File: config.mk
export PLATFORM = sky130hd
export DESIGN_NAME = adc_signal_monitor
export DESIGN_NICKNAME = d
export VERILOG_FILES = /design/src/rtl/sigmon_pkg.sv /design/src/rtl/word_stream_if.sv /design/src/rtl/stream_fifo.sv /design/src/rtl/serial_shifter.sv /design/src/rtl/adc_signal_monitor.sv
export SDC_FILE = /design/constraint.sdc
export NUM_CORES = 2
export LEC_CHECK = 0
export ABC_AREA = 1
export BUFFER_PORTS_ARGS = -buffer_cell sky130_fd_sc_hd__buf_2
export CORE_MARGIN = 2
export CORE_UTILIZATION = 66
export DETAILED_ROUTE_END_ITERATION = 7
export PLACE_DENSITY = 0.9
export SLEW_MARGIN = 20
export SYNTH_ARGS = -nofsm -noshare
export SYNTH_HDL_FRONTEND = slang
export SYNTH_SLANG_ARGS = --single-unit
File: constraint.sdc
create_clock -name mclk -period 61.7 [get_ports mclk]
set_input_delay 3.085 -clock mclk [delete_from_list [all_inputs] [get_ports mclk]]
set_output_delay 3.085 -clock mclk [all_outputs]
set_load 0.03 [all_outputs]
File: src/rtl/sigmon_pkg.sv
package sigmon_pkg;
  // Widths of the data path and register fields.
  localparam int SAMPLE_W = 10;
  localparam int LIMIT_W = 13;
  localparam int DWELL_W = 16;
  localparam int DC_W = 14;
  localparam int DC_FRAC = 4;
  localparam int ACC_W = 40;
  localparam int PERIOD_W = 24;
  localparam int RESULT_W = 20;
  localparam int SQ_W = 2 * SAMPLE_W;
  localparam int SUM_W = SQ_W + 1 + PERIOD_W;
  localparam int ADDR_W = 9;
  localparam int WORD_W = 24;
  // Register byte addresses.
  localparam logic [ADDR_W-1:0] A_UPPER_LO = 9'h106;
  localparam logic [ADDR_W-1:0] A_UPPER_HI = 9'h107;
  localparam logic [ADDR_W-1:0] A_LOWER_LO = 9'h108;
  localparam logic [ADDR_W-1:0] A_LOWER_HI = 9'h109;
  localparam logic [ADDR_W-1:0] A_DWELL_LO = 9'h10a;
  localparam logic [ADDR_W-1:0] A_DWELL_HI = 9'h10b;
  localparam logic [ADDR_W-1:0] A_DCC = 9'h10c;
  localparam logic [ADDR_W-1:0] A_DCA_LO = 9'h10d;
  localparam logic [ADDR_W-1:0] A_DCA_HI = 9'h10e;
  localparam logic [ADDR_W-1:0] A_DCB_LO = 9'h10f;
  localparam logic [ADDR_W-1:0] A_DCB_HI = 9'h110;
  localparam logic [ADDR_W-1:0] A_SERC = 9'h111;
  localparam logic [ADDR_W-1:0] A_MONC = 9'h112;
  localparam logic [ADDR_W-1:0] A_PER0 = 9'h113;
  localparam logic [ADDR_W-1:0] A_PER1 = 9'h114;
  localparam logic [ADDR_W-1:0] A_PER2 = 9'h115;
  localparam logic [ADDR_W-1:0] A_RESA0 = 9'h116;
  localparam logic [ADDR_W-1:0] A_RESA1 = 9'h117;
  localparam logic [ADDR_W-1:0] A_RESA2 = 9'h118;
  localparam logic [ADDR_W-1:0] A_RESB0 = 9'h119;
  localparam logic [ADDR_W-1:0] A_RESB1 = 9'h11a;
  localparam logic [ADDR_W-1:0] A_RESB2 = 9'h11b;
  // Field positions.
  localparam int DCC_FREEZE = 6;
  localparam int DCC_PATH = 1;
  localparam int DCC_MON = 0;
  localparam int SER_RMS = 6;
  localparam int SER_PEAK = 5;
  localparam int SER_THR = 4;
  localparam int SER_SLEEP = 1;
  localparam int SER_EN = 0;
  localparam int MON_CPLX = 7;
  localparam int MON_MS = 3;
  localparam int MON_EN = 0;
  // Writable bit masks and reset values.
  localparam logic [7:0] DCC_MASK = 8'h7f;
  localparam logic [7:0] SERC_MASK = 8'h7f;
  localparam logic [7:0] MONC_MASK = 8'h8f;
  localparam logic [7:0] SERC_RST = 8'h04;
  localparam logic [7:0] MONC_RST = 8'h00;
  localparam logic [PERIOD_W-1:0] PERIOD_RST = 24'h00_0040;
  localparam logic [PERIOD_W-1:0] PERIOD_ONE = 24'h00_0001;
  // Offset averaging: shift is k plus this base, k capped.
  localparam logic [3:0] DC_BW_MAX = 4'hd;
  localparam logic [5:0] DC_SHIFT_BASE = 6'h0e;
  // Mode codes, clock divide codes and half-period counts.
  localparam logic [1:0] MODE_POWER = 2'h0;
  localparam logic [1:0] MODE_PEAK = 2'h1;
  localparam logic [1:0] DIV_CODE_4 = 2'h2;
  localparam logic [1:0] DIV_CODE_8 = 2'h3;
  localparam logic [2:0] HALF_2 = 3'h0;
  localparam logic [2:0] HALF_4 = 3'h1;
  localparam logic [2:0] HALF_8 = 3'h3;
  // Serial word kinds and their lengths in bits.
  typedef enum logic [1:0] {KIND_RMS, KIND_PEAK, KIND_THR} kind_e;
  localparam logic [4:0] LEN_LONG = 5'h14;
  localparam logic [4:0] LEN_SHORT = 5'h0a;
  localparam logic [2:0] LAST_IDX = 3'h5;
  localparam logic [2:0] CH_B_IDX = 3'h3;
endpackage : sigmon_pkg

File: src/rtl/word_stream_if.sv
`timescale 1ns/100ps
interface word_stream_if #(parameter int W = 8);
  logic valid;
  logic ready;
  logic [W-1:0] data;
  modport src (output valid, output data, input ready);
  modport snk (input valid, input data, output ready);
endinterface : word_stream_if

File: src/rtl/stream_fifo.sv
`timescale 1ns/100ps
module stream_fifo #(
  parameter int WIDTH = 24,
  parameter int DEPTH = 16
) (
  // Clock and reset.
  input wire logic mclk,
  input wire logic rst_n,
  // Fill side.
  word_stream_if.snk wr,
  // Drain side.
  word_stream_if.src rd
);
  localparam int AW = $clog2(DEPTH);
  if (DEPTH < 2 || (DEPTH & (DEPTH - 1)) != 0) begin : g_chk
    $error("FIFO depth must be a power of two of at least two.");
  end
  typedef struct packed {
    logic [DEPTH-1:0][WIDTH-1:0] mem;
    logic [AW:0] wp;
    logic [AW:0] rp;
  } fifo_s;
  fifo_s s_q, s_d;
  logic full;
  logic empty;
  // Extra pointer bit tells a full ring from an empty one.
  assign full = (s_q.wp[AW] != s_q.rp[AW]) &&
                (s_q.wp[AW-1:0] == s_q.rp[AW-1:0]);
  assign empty = (s_q.wp == s_q.rp);
  assign wr.ready = !full;
  assign rd.valid = !empty;
  assign rd.data = s_q.mem[s_q.rp[AW-1:0]];
  // Push and pop may happen in the same cycle.
  always_comb begin
    s_d = s_q;
    if (wr.valid && !full) begin
      s_d.mem[s_q.wp[AW-1:0]] = wr.data;
      s_d.wp = s_q.wp + 1'b1;
    end
    if (rd.ready && !empty) begin
      s_d.rp = s_q.rp + 1'b1;
    end
  end
  // State register.
  always_ff @(posedge mclk or negedge rst_n) begin
    if (!rst_n) begin
      s_q <= '0;
    end else begin
      s_q <= s_d;
    end
  end
endmodule : stream_fifo

File: src/rtl/serial_shifter.sv
`timescale 1ns/100ps
module serial_shifter
  import sigmon_pkg::*;
(
  // Clock and reset.
  input wire logic mclk,
  input wire logic rst_n,
  // Words to send.
  word_stream_if.snk src,
  // Controls.
  input wire logic enable,
  input wire logic sleep,
  input wire logic [1:0] div_code,
  // Serial pins.
  output logic sclk,
  output logic sdata,
  output logic frame
);
  typedef struct packed {
    logic [2:0] cnt;
    logic sclk;
    logic [RESULT_W-1:0] sh;
    logic [4:0] left;
    logic busy;
    logic frame;
  } shift_s;
  shift_s s_q, s_d;
  logic [2:0] half;
  logic idle_sleep;
  logic slot;
  logic take;
  assign half = (div_code == DIV_CODE_8) ? HALF_8 :
                (div_code == DIV_CODE_4) ? HALF_4 : HALF_2;
  assign idle_sleep = !s_q.busy && sleep;
  // Data moves on falling clock edges so the receiver samples on rising.
  assign slot = idle_sleep || (s_q.cnt == half && s_q.sclk);
  assign take = slot && (!s_q.busy || s_q.left <= 5'h01) &&
                src.valid && enable;
  assign src.ready = take;
  assign sclk = s_q.sclk;
  assign sdata = s_q.sh[RESULT_W-1];
  assign frame = s_q.frame;
  // Bit advance, word load and clock generation.
  always_comb begin
    s_d = s_q;
    if (slot) begin
      if (s_q.busy && s_q.left > 5'h01) begin
        s_d.sh = {s_q.sh[RESULT_W-2:0], 1'b0};
        s_d.left = s_q.left - 5'h01;
        s_d.frame = 1'b0;
      end else begin
        s_d.busy = 1'b0;
        s_d.frame = 1'b0;
        // [RL12] Start only enabled.
        if (take) begin
          s_d.busy = 1'b1;
          s_d.frame = 1'b1;
          if (src.data[WORD_W-1:WORD_W-2] == KIND_RMS) begin
            s_d.sh = src.data[RESULT_W-1:0];
            s_d.left = LEN_LONG;
          end else begin
            s_d.sh = {src.data[SAMPLE_W-1:0], {SAMPLE_W{1'b0}}};
            s_d.left = LEN_SHORT;
          end
        end
      end
    end
    // [RL11] Sleep holds low.
    if (idle_sleep) begin
      s_d.sclk = 1'b0;
      s_d.cnt = '0;
    // [RL10] Clock divide.
    end else if (s_q.cnt == half) begin
      s_d.cnt = '0;
      s_d.sclk = !s_q.sclk;
    end else begin
      s_d.cnt = s_q.cnt + 3'h1;
    end
  end
  // State register.
  always_ff @(posedge mclk or negedge rst_n) begin
    if (!rst_n) begin
      s_q <= '0;
    end else begin
      s_q <= s_d;
    end
  end
endmodule : serial_shifter

File: src/rtl/adc_signal_monitor.sv
`timescale 1ns/100ps
// Function
// [RL1] Set fine-over when sample magnitude exceeds the 13-bit upper limit.
// [RL2] Set fine-below when sample magnitude is under the 13-bit lower limit.
// [RL3] Raise gain flag after staying below lower limit for dwell cycles.
// [RL4] Freeze bit holds the offset estimate the monitor uses.
// [RL5] Averaging shift is k plus fourteen; codes above thirteen act as 13.
// [RL6] Path bit subtracts the offset estimate from output samples.
// [RL7] Monitor bit removes the offset before measurements.
// [RL8] Offset estimate readable per channel as 14 bits over two bytes.
// [RL9] Serial output carries only enabled measurement kinds.
// [RL10] Serial clock divides by 2, 4 or 8 per code.
// [RL11] Sleep bit holds serial clock low while nothing to send.
// [RL12] Serial shifting starts only while serial enable is set.
// [RL13] Complex mode reports root of I squared plus Q squared.
// [RL14] Select bit chooses root-mean-square or mean-square power.
// [RL15] Mode field picks power, peak or threshold crossing results.
// [RL16] Measurements run only while monitor enable is high.
// [RL17] Period is 24 bits, resets to 64; software uses at least 128.
// [RL18] Twenty-bit result per channel readable over three bytes.
// [RL19] Sync restarts the period only when both sync enables are high.
// [RL20] Period end updates results and restarts accumulation.
// [RL21] Peak mode reports largest magnitude in the period.
module adc_signal_monitor
  import sigmon_pkg::*;
#(
  parameter int FIFO_DEPTH = 16
) (
  // Clock and reset.
  input wire logic mclk,
  input wire logic rst_n,
  // Converter samples, twos complement.
  input wire logic [SAMPLE_W-1:0] sample_a,
  input wire logic [SAMPLE_W-1:0] sample_b,
  // External sync and its enables.
  input wire logic sync_pulse,
  input wire logic monitor_sync_en,
  input wire logic master_sync_en,
  // Byte register port.
  input wire logic reg_wr,
  input wire logic reg_rd,
  input wire logic [ADDR_W-1:0] reg_addr,
  input wire logic [7:0] reg_wdata,
  output logic [7:0] reg_rdata,
  // Sample path, offset removed only when the path bit is set.
  output logic [SAMPLE_W-1:0] data_a,
  output logic [SAMPLE_W-1:0] data_b,
  // Level indications, bit 0 is channel A.
  output logic [1:0] fine_over_flag,
  output logic [1:0] fine_below_flag,
  output logic [1:0] gain_raise_flag,
  // Serial monitor output.
  output logic monitor_serial_clock,
  output logic monitor_serial_output,
  output logic monitor_serial_frame
);
  if (FIFO_DEPTH < 2 || (FIFO_DEPTH & (FIFO_DEPTH - 1)) != 0) begin : g_chk
    $error("FIFO_DEPTH must be a power of two of at least two.");
  end

  typedef struct packed {
    logic [LIMIT_W-1:0] upper, lower;
    logic [DWELL_W-1:0] dwell;
    logic [7:0] dcc, serc, monc, rdata;
    logic [PERIOD_W-1:0] period, cnt;
    logic [1:0][ACC_W-1:0] acc;
    logic [1:0][DC_W-1:0] dc;
    logic [1:0][SAMPLE_W-1:0] out, peak, thr, peak_snap, thr_snap;
    logic [1:0][RESULT_W-1:0] pow_snap, result;
    logic [1:0][SUM_W-1:0] sum;
    logic [1:0][DWELL_W-1:0] below_cnt;
    logic [1:0] over, below, raise;
    logic [2:0] idx;
    logic pushing;
  } state_s;
  state_s s_q, s_d;
  logic [1:0][SAMPLE_W-1:0] raw, corr, mag_raw, mag_mon;
  logic [1:0][SQ_W-1:0] sq;
  logic [SQ_W:0] sq_cplx;
  logic [3:0] bw_k;
  logic [5:0] acc_sh;
  logic [4:0] per_log;
  logic sync_go, last, push_en, push_ch;
  logic [7:0] rd_val;
  kind_e push_kind;
  logic [RESULT_W-1:0] push_val;
  word_stream_if #(.W(WORD_W)) fill_if ();
  word_stream_if #(.W(WORD_W)) drain_if ();

  // Magnitude of a twos complement sample; the most negative code
  // still fits because the result is unsigned.
  function automatic logic [SAMPLE_W-1:0] magnitude(
    input logic [SAMPLE_W-1:0] x
  );
    return x[SAMPLE_W-1] ? SAMPLE_W'(-x) : x;
  endfunction : magnitude
  // Clip an 11-bit difference back to the sample range.
  function automatic logic [SAMPLE_W-1:0] clip(input logic [SAMPLE_W:0] d);
    if (d[SAMPLE_W] != d[SAMPLE_W-1]) begin
      return {d[SAMPLE_W], {(SAMPLE_W-1){!d[SAMPLE_W]}}};
    end
    return d[SAMPLE_W-1:0];
  endfunction : clip
  // Bitwise integer square root, one bit per loop pass.
  function automatic logic [SAMPLE_W-1:0] isqrt(
    input logic [RESULT_W-1:0] v
  );
    logic [SAMPLE_W-1:0] r;
    logic [SAMPLE_W-1:0] t;
    r = '0;
    for (int b = SAMPLE_W - 1; b >= 0; b--) begin
      t = r | SAMPLE_W'(1 << b);
      if (RESULT_W'(t) * RESULT_W'(t) <= v) begin
        r = t;
      end
    end
    return r;
  endfunction : isqrt
  // Index of the highest set bit of the period.
  function automatic logic [4:0] top_bit(input logic [PERIOD_W-1:0] p);
    logic [4:0] r;
    r = '0;
    for (int i = 0; i < PERIOD_W; i++) begin
      if (p[i]) begin
        r = 5'(i);
      end
    end
    return r;
  endfunction : top_bit
  assign raw[0] = sample_a;
  assign raw[1] = sample_b;

  // Per-channel corrected sample, magnitudes and square.
  for (genvar c = 0; c < 2; c++) begin : g_ch
    logic [SAMPLE_W:0] diff;
    logic [SAMPLE_W-1:0] mon_x;
    logic signed [SQ_W-1:0] prod;
    assign diff = {raw[c][SAMPLE_W-1], raw[c]} -
                  {s_q.dc[c][DC_W-1], s_q.dc[c][DC_W-1:DC_FRAC]};
    assign corr[c] = clip(diff);
    // [RL7] Monitor offset removal.
    assign mon_x = s_q.dcc[DCC_MON] ? corr[c] : raw[c];
    assign mag_raw[c] = magnitude(raw[c]);
    assign mag_mon[c] = magnitude(mon_x);
    assign prod = $signed(mon_x) * $signed(mon_x);
    assign sq[c] = prod;
  end

  assign sq_cplx = {1'b0, sq[0]} + {1'b0, sq[1]};
  // [RL5] Bandwidth code cap.
  assign bw_k = (s_q.dcc[5:2] > DC_BW_MAX) ? DC_BW_MAX : s_q.dcc[5:2];
  assign acc_sh = {2'b00, bw_k} + DC_SHIFT_BASE;
  // Mean square divides by the largest power of two in the period,
  // which is exact for power-of-two periods and saves a divider.
  assign per_log = top_bit(s_q.period);
  // [RL19] Gated sync.
  assign sync_go = sync_pulse && monitor_sync_en && master_sync_en;
  assign last = (s_q.period <= PERIOD_ONE) ||
                (s_q.cnt >= s_q.period - PERIOD_ONE);

  // Word selection for the serial queue: three kinds per channel.
  assign push_ch = (s_q.idx >= CH_B_IDX);
  assign push_kind = kind_e'(push_ch ? s_q.idx - CH_B_IDX : s_q.idx);
  always_comb begin
    push_en = 1'b0;
    push_val = '0;
    unique case (push_kind)
      KIND_RMS: begin
        push_en = s_q.serc[SER_RMS];
        push_val = s_q.pow_snap[push_ch];
      end
      KIND_PEAK: begin
        push_en = s_q.serc[SER_PEAK];
        push_val = RESULT_W'(s_q.peak_snap[push_ch]);
      end
      KIND_THR: begin
        push_en = s_q.serc[SER_THR];
        push_val = RESULT_W'(s_q.thr_snap[push_ch]);
      end
      default: ;
    endcase
  end
  // [RL9] Enabled kinds only.
  assign fill_if.valid = s_q.pushing && push_en;
  assign fill_if.data = {push_kind, push_ch, 1'b0, push_val};

  // Register read decode; unmapped addresses read as zero.
  always_comb begin
    rd_val = '0;
    case (reg_addr)
      A_UPPER_LO: rd_val = s_q.upper[7:0];
      A_UPPER_HI: rd_val = 8'(s_q.upper[LIMIT_W-1:8]);
      A_LOWER_LO: rd_val = s_q.lower[7:0];
      A_LOWER_HI: rd_val = 8'(s_q.lower[LIMIT_W-1:8]);
      A_DWELL_LO: rd_val = s_q.dwell[7:0];
      A_DWELL_HI: rd_val = s_q.dwell[15:8];
      A_DCC: rd_val = s_q.dcc;
      // [RL8] Offset readback.
      A_DCA_LO: rd_val = s_q.dc[0][7:0];
      A_DCA_HI: rd_val = 8'(s_q.dc[0][DC_W-1:8]);
      A_DCB_LO: rd_val = s_q.dc[1][7:0];
      A_DCB_HI: rd_val = 8'(s_q.dc[1][DC_W-1:8]);
      A_SERC: rd_val = s_q.serc;
      A_MONC: rd_val = s_q.monc;
      A_PER0: rd_val = s_q.period[7:0];
      A_PER1: rd_val = s_q.period[15:8];
      A_PER2: rd_val = s_q.period[23:16];
      // [RL18] Result readback.
      A_RESA0: rd_val = s_q.result[0][7:0];
      A_RESA1: rd_val = s_q.result[0][15:8];
      A_RESA2: rd_val = 8'(s_q.result[0][RESULT_W-1:16]);
      A_RESB0: rd_val = s_q.result[1][7:0];
      A_RESB1: rd_val = s_q.result[1][15:8];
      A_RESB2: rd_val = 8'(s_q.result[1][RESULT_W-1:16]);
      default: rd_val = '0;
    endcase
  end

  // Next-state logic for registers, offset estimate, flags and monitor.
  always_comb begin
    logic [ACC_W-1:0] acc_n;
    logic [SQ_W:0] pw;
    logic [SUM_W-1:0] sum_f, scaled;
    logic [RESULT_W-1:0] ms, pow;
    logic [SAMPLE_W-1:0] peak_f, thr_f;
    logic below_now;
    acc_n = '0;
    pw = '0;
    sum_f = '0;
    scaled = '0;
    ms = '0;
    pow = '0;
    peak_f = '0;
    thr_f = '0;
    below_now = 1'b0;
    s_d = s_q;
    if (reg_rd) begin
      s_d.rdata = rd_val;
    end
    // Software writes; reserved bits are dropped.
    if (reg_wr) begin
      case (reg_addr)
        A_UPPER_LO: s_d.upper[7:0] = reg_wdata;
        A_UPPER_HI: s_d.upper[LIMIT_W-1:8] = reg_wdata[4:0];
        A_LOWER_LO: s_d.lower[7:0] = reg_wdata;
        A_LOWER_HI: s_d.lower[LIMIT_W-1:8] = reg_wdata[4:0];
        A_DWELL_LO: s_d.dwell[7:0] = reg_wdata;
        A_DWELL_HI: s_d.dwell[15:8] = reg_wdata;
        A_DCC: s_d.dcc = reg_wdata & DCC_MASK;
        A_SERC: s_d.serc = reg_wdata & SERC_MASK;
        A_MONC: s_d.monc = reg_wdata & MONC_MASK;
        // [RL17] Period bytes.
        A_PER0: s_d.period[7:0] = reg_wdata;
        A_PER1: s_d.period[15:8] = reg_wdata;
        A_PER2: s_d.period[23:16] = reg_wdata;
        default: ;
      endcase
    end
    for (int c = 0; c < 2; c++) begin
      // [RL5] Leaky average.
      acc_n = s_q.acc[c] + ACC_W'($signed(raw[c])) -
              ACC_W'($signed(s_q.acc[c]) >>> acc_sh);
      s_d.acc[c] = acc_n;
      // [RL4] Freeze holds estimate.
      if (!s_q.dcc[DCC_FREEZE]) begin
        s_d.dc[c] = DC_W'($signed(acc_n) >>> (acc_sh - 6'(DC_FRAC)));
      end
      // [RL6] Path correction.
      s_d.out[c] = s_q.dcc[DCC_PATH] ? corr[c] : raw[c];
      // [RL1] Fine over.
      s_d.over[c] = LIMIT_W'(mag_raw[c]) > s_q.upper;
      // [RL2] Fine below.
      below_now = LIMIT_W'(mag_raw[c]) < s_q.lower;
      s_d.below[c] = below_now;
      // [RL3] Dwell count.
      if (!below_now) begin
        s_d.below_cnt[c] = '0;
      end else if (s_q.below_cnt[c] != '1) begin
        s_d.below_cnt[c] = s_q.below_cnt[c] + 16'h0001;
      end
      s_d.raise[c] = below_now && (s_d.below_cnt[c] >= s_q.dwell);
      // [RL13] Complex power.
      pw = s_q.monc[MON_CPLX] ? sq_cplx : {1'b0, sq[c]};
      sum_f = s_q.sum[c] + SUM_W'(pw);
      // [RL21] Peak tracking.
      peak_f = (mag_mon[c] > s_q.peak[c]) ? mag_mon[c] : s_q.peak[c];
      thr_f = s_q.thr[c];
      if (LIMIT_W'(mag_mon[c]) > s_q.upper && thr_f != '1) begin
        thr_f = thr_f + 10'h001;
      end
      scaled = sum_f >> per_log;
      ms = (|scaled[SUM_W-1:RESULT_W]) ? '1 : scaled[RESULT_W-1:0];
      // [RL14] Root or mean square.
      pow = s_q.monc[MON_MS] ? ms : RESULT_W'(isqrt(ms));
      // [RL16] Enable gates monitor; sync or period end restarts.
      if (!s_q.monc[MON_EN] || sync_go || last) begin
        s_d.sum[c] = '0;
        s_d.peak[c] = '0;
        s_d.thr[c] = '0;
      end else begin
        s_d.sum[c] = sum_f;
        s_d.peak[c] = peak_f;
        s_d.thr[c] = thr_f;
      end
      // [RL20] Period end update.
      if (s_q.monc[MON_EN] && !sync_go && last) begin
        s_d.pow_snap[c] = pow;
        s_d.peak_snap[c] = peak_f;
        s_d.thr_snap[c] = thr_f;
        // [RL15] Result mode select.
        if (s_q.monc[2:1] == MODE_POWER) begin
          s_d.result[c] = pow;
        end else if (s_q.monc[2:1] == MODE_PEAK) begin
          s_d.result[c] = RESULT_W'(peak_f);
        end else begin
          s_d.result[c] = RESULT_W'(thr_f);
        end
      end
    end
    // Period counter and serial queue sequencer.
    if (!s_q.monc[MON_EN] || sync_go || last) begin
      s_d.cnt = '0;
    end else begin
      s_d.cnt = s_q.cnt + PERIOD_ONE;
    end
    // A full queue stalls the sequencer rather than dropping words.
    if (s_q.pushing && (!push_en || fill_if.ready)) begin
      s_d.idx = s_q.idx + 3'h1;
      s_d.pushing = (s_q.idx != LAST_IDX);
    end
    // [RL12] Queue when enabled.
    if (s_q.monc[MON_EN] && !sync_go && last && s_q.serc[SER_EN]) begin
      s_d.pushing = 1'b1;
      s_d.idx = '0;
    end
  end

  // State register with documented reset values.
  always_ff @(posedge mclk or negedge rst_n) begin
    if (!rst_n) begin
      s_q <= '0;
      s_q.serc <= SERC_RST;
      s_q.monc <= MONC_RST;
      s_q.period <= PERIOD_RST;
    end else begin
      s_q <= s_d;
    end
  end
  assign reg_rdata = s_q.rdata;
  assign data_a = s_q.out[0];
  assign data_b = s_q.out[1];
  assign fine_over_flag = s_q.over;
  assign fine_below_flag = s_q.below;
  assign gain_raise_flag = s_q.raise;
  // Result words wait here while the slow serial clock drains them.
  stream_fifo #(.WIDTH(WORD_W), .DEPTH(FIFO_DEPTH)) u_fifo (.mclk(mclk),
    .rst_n(rst_n), .wr(fill_if), .rd(drain_if));
  serial_shifter u_shift (.mclk(mclk), .rst_n(rst_n), .src(drain_if),
    .enable(s_q.serc[SER_EN]), .sleep(s_q.serc[SER_SLEEP]),
    .div_code(s_q.serc[3:2]), .sclk(monitor_serial_clock),
    .sdata(monitor_serial_output), .frame(monitor_serial_frame));
endmodule : adc_signal_monitor

==> flow_summary.json <==
{
  "gr-usage-met3": 0.1034,
  "cpPeakStageDelay_ns": 0.61,
  "syn_avg_cell_area_um2": 7.482,
  "tns_ns": 0,
  "area_delta_synth_final_pct": 6.052,
  "gr-usage-all-layers": 0.4136,
  "antenna_found_initial": 16,
  "met1_usage": 0.5447,
  "cts_hold_buf": 0,
  "layout_worst_path_cycle_share": 0.9423,
  "cp_top_family": "adder cells",
  "layout-drive-gt1-share": 0.04992,
  "netlist_area_um2": 90040,
  "period_needed_ns": 58.14,
  "crit_path_frequent_cell": "ha_1",
  "nFillCells": 10866,
  "gp_congestion": 1.043,
  "viasPerCell": 6.191,
  "row_count": 135,
  "remaining_drc_errors": 0,
  "design_area_um2": 95480,
  "multi_input_area_um2": 58200,
  "path_class": "in -> reg",
  "wirelength_um": 291500,
  "skew_ns": 0.05602,
  "synthArstFlopShare": 1.000,
  "ys_top_cells_by_area": "dfrtp_1 26%, ha_1 13%, nand2_1 11%",
  "critPathSlowestCell": "fa_1",
  "yosys.area.top_type": "dfrtp_1",
  "slew_violations": 0,
  "core-area_um2": 135500,
  "crit_arrival_ns": 58.75,
  "crit_buf_inv": 37,
  "drv_cap": 0,
  "drtPass1Iterations": 7,
  "cts_tree": "built",
  "syn_nets": 13494,
  "yosysWarnings": 0,
  "synth_flop_cell": "dfrtp_1",
  "grt_pass1_vias": 83461,
  "max-slew-margin-rel": 0.1011,
  "grt_max_degree": 170,
  "final_util": 0.7048,
  "start_util": 0.6646,
  "dr_total_vias": 85004,
  "final_antenna_net_count": 0,
  "status": "complete, no violations",
  "cp-start-kind": "input pin",
  "synth.distinct_cells": 79,
  "worstMarginPinSlew_ns": 1.334,
  "hold_violations": 0,
  "ys_seq_area_frac": 0.2585,
  "met2_usage": 0.6402,
  "dp_hpwl_um": 221000,
  "seqCellArea_um2": 23280,
  "synth-edff-count": 0,
  "grt-ovfl-total": 0,
  "die_x_um": 373.3,
  "setup_viol": 0,
  "worstSetupEndpointType": "flip-flop",
  "grt_pass1_wl_um": 457300,
  "first_iter_violations": 10097,
  "clkLatencyLatePin_ns": 0.77,
  "syn_inst": 12033,
  "dpl_cell_area_um2": 91590,
  "clock.fmax_ghz": 0.01720,
  "path_clk_slew_ns": 0.06,
  "die_area_um2": 139400,
  "port_buffers": 80,
  "final_nets": 13314,
  "synth_top_area_frac": 0.2579,
  "top_usage_layer": "met2",
  "hold_path.class": "reg -> reg",
  "h-tree-depth": 3,
  "cts_buffer_depth": 3,
  "ys_ff_latch": 930,
  "cts.sinks": 930,
  "ios": 81,
  "numCtsBuffers": 104,
  "critPathMaxFanout": 21,
  "cts-root-buf": "clkbuf_16",
  "required_ns": 62.31,
  "routedWlPerCell_um": 21.23,
  "die_h_um": 373.3
}
## state kept, by name, indices dropped and copies added, names as in the netlist
register,count
gain_raise_flag,2
u_shift.frame,1
u_fifo.s_q,362
u_shift.s_q,28
reg_rdata,8
data_a,10
u_shift.sclk,1
u_shift.sdata,1
s_q,503
data_b,10
fine_over_flag,2
fine_below_flag,2
## worst register-to-register path: cells and delay by family, from the launching register on
family | cells | cell delay, ns
AO/OA/AOI/OAI | 58 | 10.16
XOR/XNOR | 12 | 2.04
adder cells (fa/ha/maj) | 66 | 23.70
buffers and inverters | 35 | 3.84
flip-flops | 1 | 0.47
AND/OR/NAND/NOR | 110 | 15.71
## stage by stage
| stage | setup WS [ns] | instances | hold slack [ns] |
|---|---|---|---|
| after floorplan | 10.24 | 12033 | 0.4306 |
| after global placement | 2.239 | 13514 | 0.4481 |
| after detailed placement | 0.8489 | 13514 | 0.4529 |
| after CTS | 1.513 | 13707 | 0.4609 |
| after global routing | -0.05808 | 13724 | 0.4805 |
| final | 3.558 | 13730 | 0.4548 |
## cell usage after synthesis, drive strengths merged (5+ instances only)
| library cell | number |
|---|---|
| mux2i | 44 |
| buf | 119 |
| nor4 | 33 |
| nor3 | 119 |
| xor2 | 354 |
| a22oi | 24 |
| mux2 | 7 |
| o32a | 5 |
| ha | 962 |
| o221a | 5 |
| o22ai | 50 |
| xnor2 | 141 |
| o2111ai | 10 |
| o21bai | 71 |
| dfrtp | 928 |
| nor3b | 7 |
| nand2 | 2731 |
| o41ai | 7 |
| a311oi | 14 |
| and2 | 5 |
| nor2 | 872 |
| fa | 455 |
| a31oi | 52 |
| o21ai | 1208 |
| o31ai | 14 |
| o221ai | 33 |
| a221oi | 57 |
| nand4 | 99 |
| o211ai | 61 |
| or3 | 5 |
| o21a | 31 |
| or2 | 35 |
| a211oi | 32 |
| a21oi | 670 |
| a2111oi | 10 |
| clkbuf | 388 |
| a221o | 11 |
| nand3 | 522 |
| nand3b | 13 |
| inv | 1746 |
| clkinv | 15 |
| a21o | 21 |
| a21boi | 9 |
## logic make-up after synthesis
group,Yosys count,synth area share
AND/OR/NAND/NOR,4448,0.2031
AO/OA/AOI/OAI,2424,0.1520
buffers and inverters,2268,0.09757
adder cells (fa/ha/maj),1417,0.2349
flip-flops,930,0.2585
XOR/XNOR,495,0.04824
multiplexers,51,0.005767
## layout make-up
cell class,instances,area share
multi-input cells,8836,0.6096
repair buffers,220,0.01593
clock buffers,140,0.03066
flip-flops and latches,930,0.2438
clock inverters,53,0.006984
well taps,1781,0.02334
diodes,9,0.0002359
inverters,1761,0.06946
## routing by layer
layer	wire (um)	part of all wire	vias to the layer above
li1	-	-	38773
met1	114000	0.39	40367
met2	128300	0.44	4827
met3	33400	0.11	1025
met4	15710	0.054	12
met5	87	0.00030	-
## timing repair
action / CTS / global route
resized for setup: 0 / 30
endpoints found under the setup margin: 0 / 4
setup buffers: 0 / 10
## final timing paths
check	start	to	slack, ns	depth (start not counted)
max reg2reg	s_q[330]$_DFFE_PN0N_	s_q[152]$_DFFE_PN0P_	5.63	281
max in group asynchronous	rst_n	u_fifo.s_q[34]$_DFFE_PN0P_	55.83	6
min reg2reg	u_shift.s_q[28]$_DFF_PN0_	u_shift.s_q[28]$_DFF_PN0_	0.45	1
max	sample_b[0]	s_q[152]$_DFFE_PN0P_	3.56	283
min in group asynchronous	rst_n	s_q[55]$_DFF_PN0_	2.35	1
min	u_shift.s_q[28]$_DFF_PN0_	u_shift.s_q[28]$_DFF_PN0_	0.45	1
## cells in the final DEF (no fill, tap or decap), types with 51 or more instances in the layout
cell,count
nand2_1,2700
inv_1,1713
o21ai_0,1110
ha_1,962
dfrtp_1,926
nor2_1,832
a21oi_1,659
nand3_1,520
fa_1,455
xor2_1,351
xnor2_1,141
buf_4,133
nor3_1,115
clkbuf_16,104
nand4_1,98
o21ai_1,90
buf_2,79
o21bai_1,69
o211ai_1,61
a221oi_1,57
a31oi_1,51
Power is not shown: default switching activity piles up to over one toggle a cycle in this logic, so the estimate is an artifact.
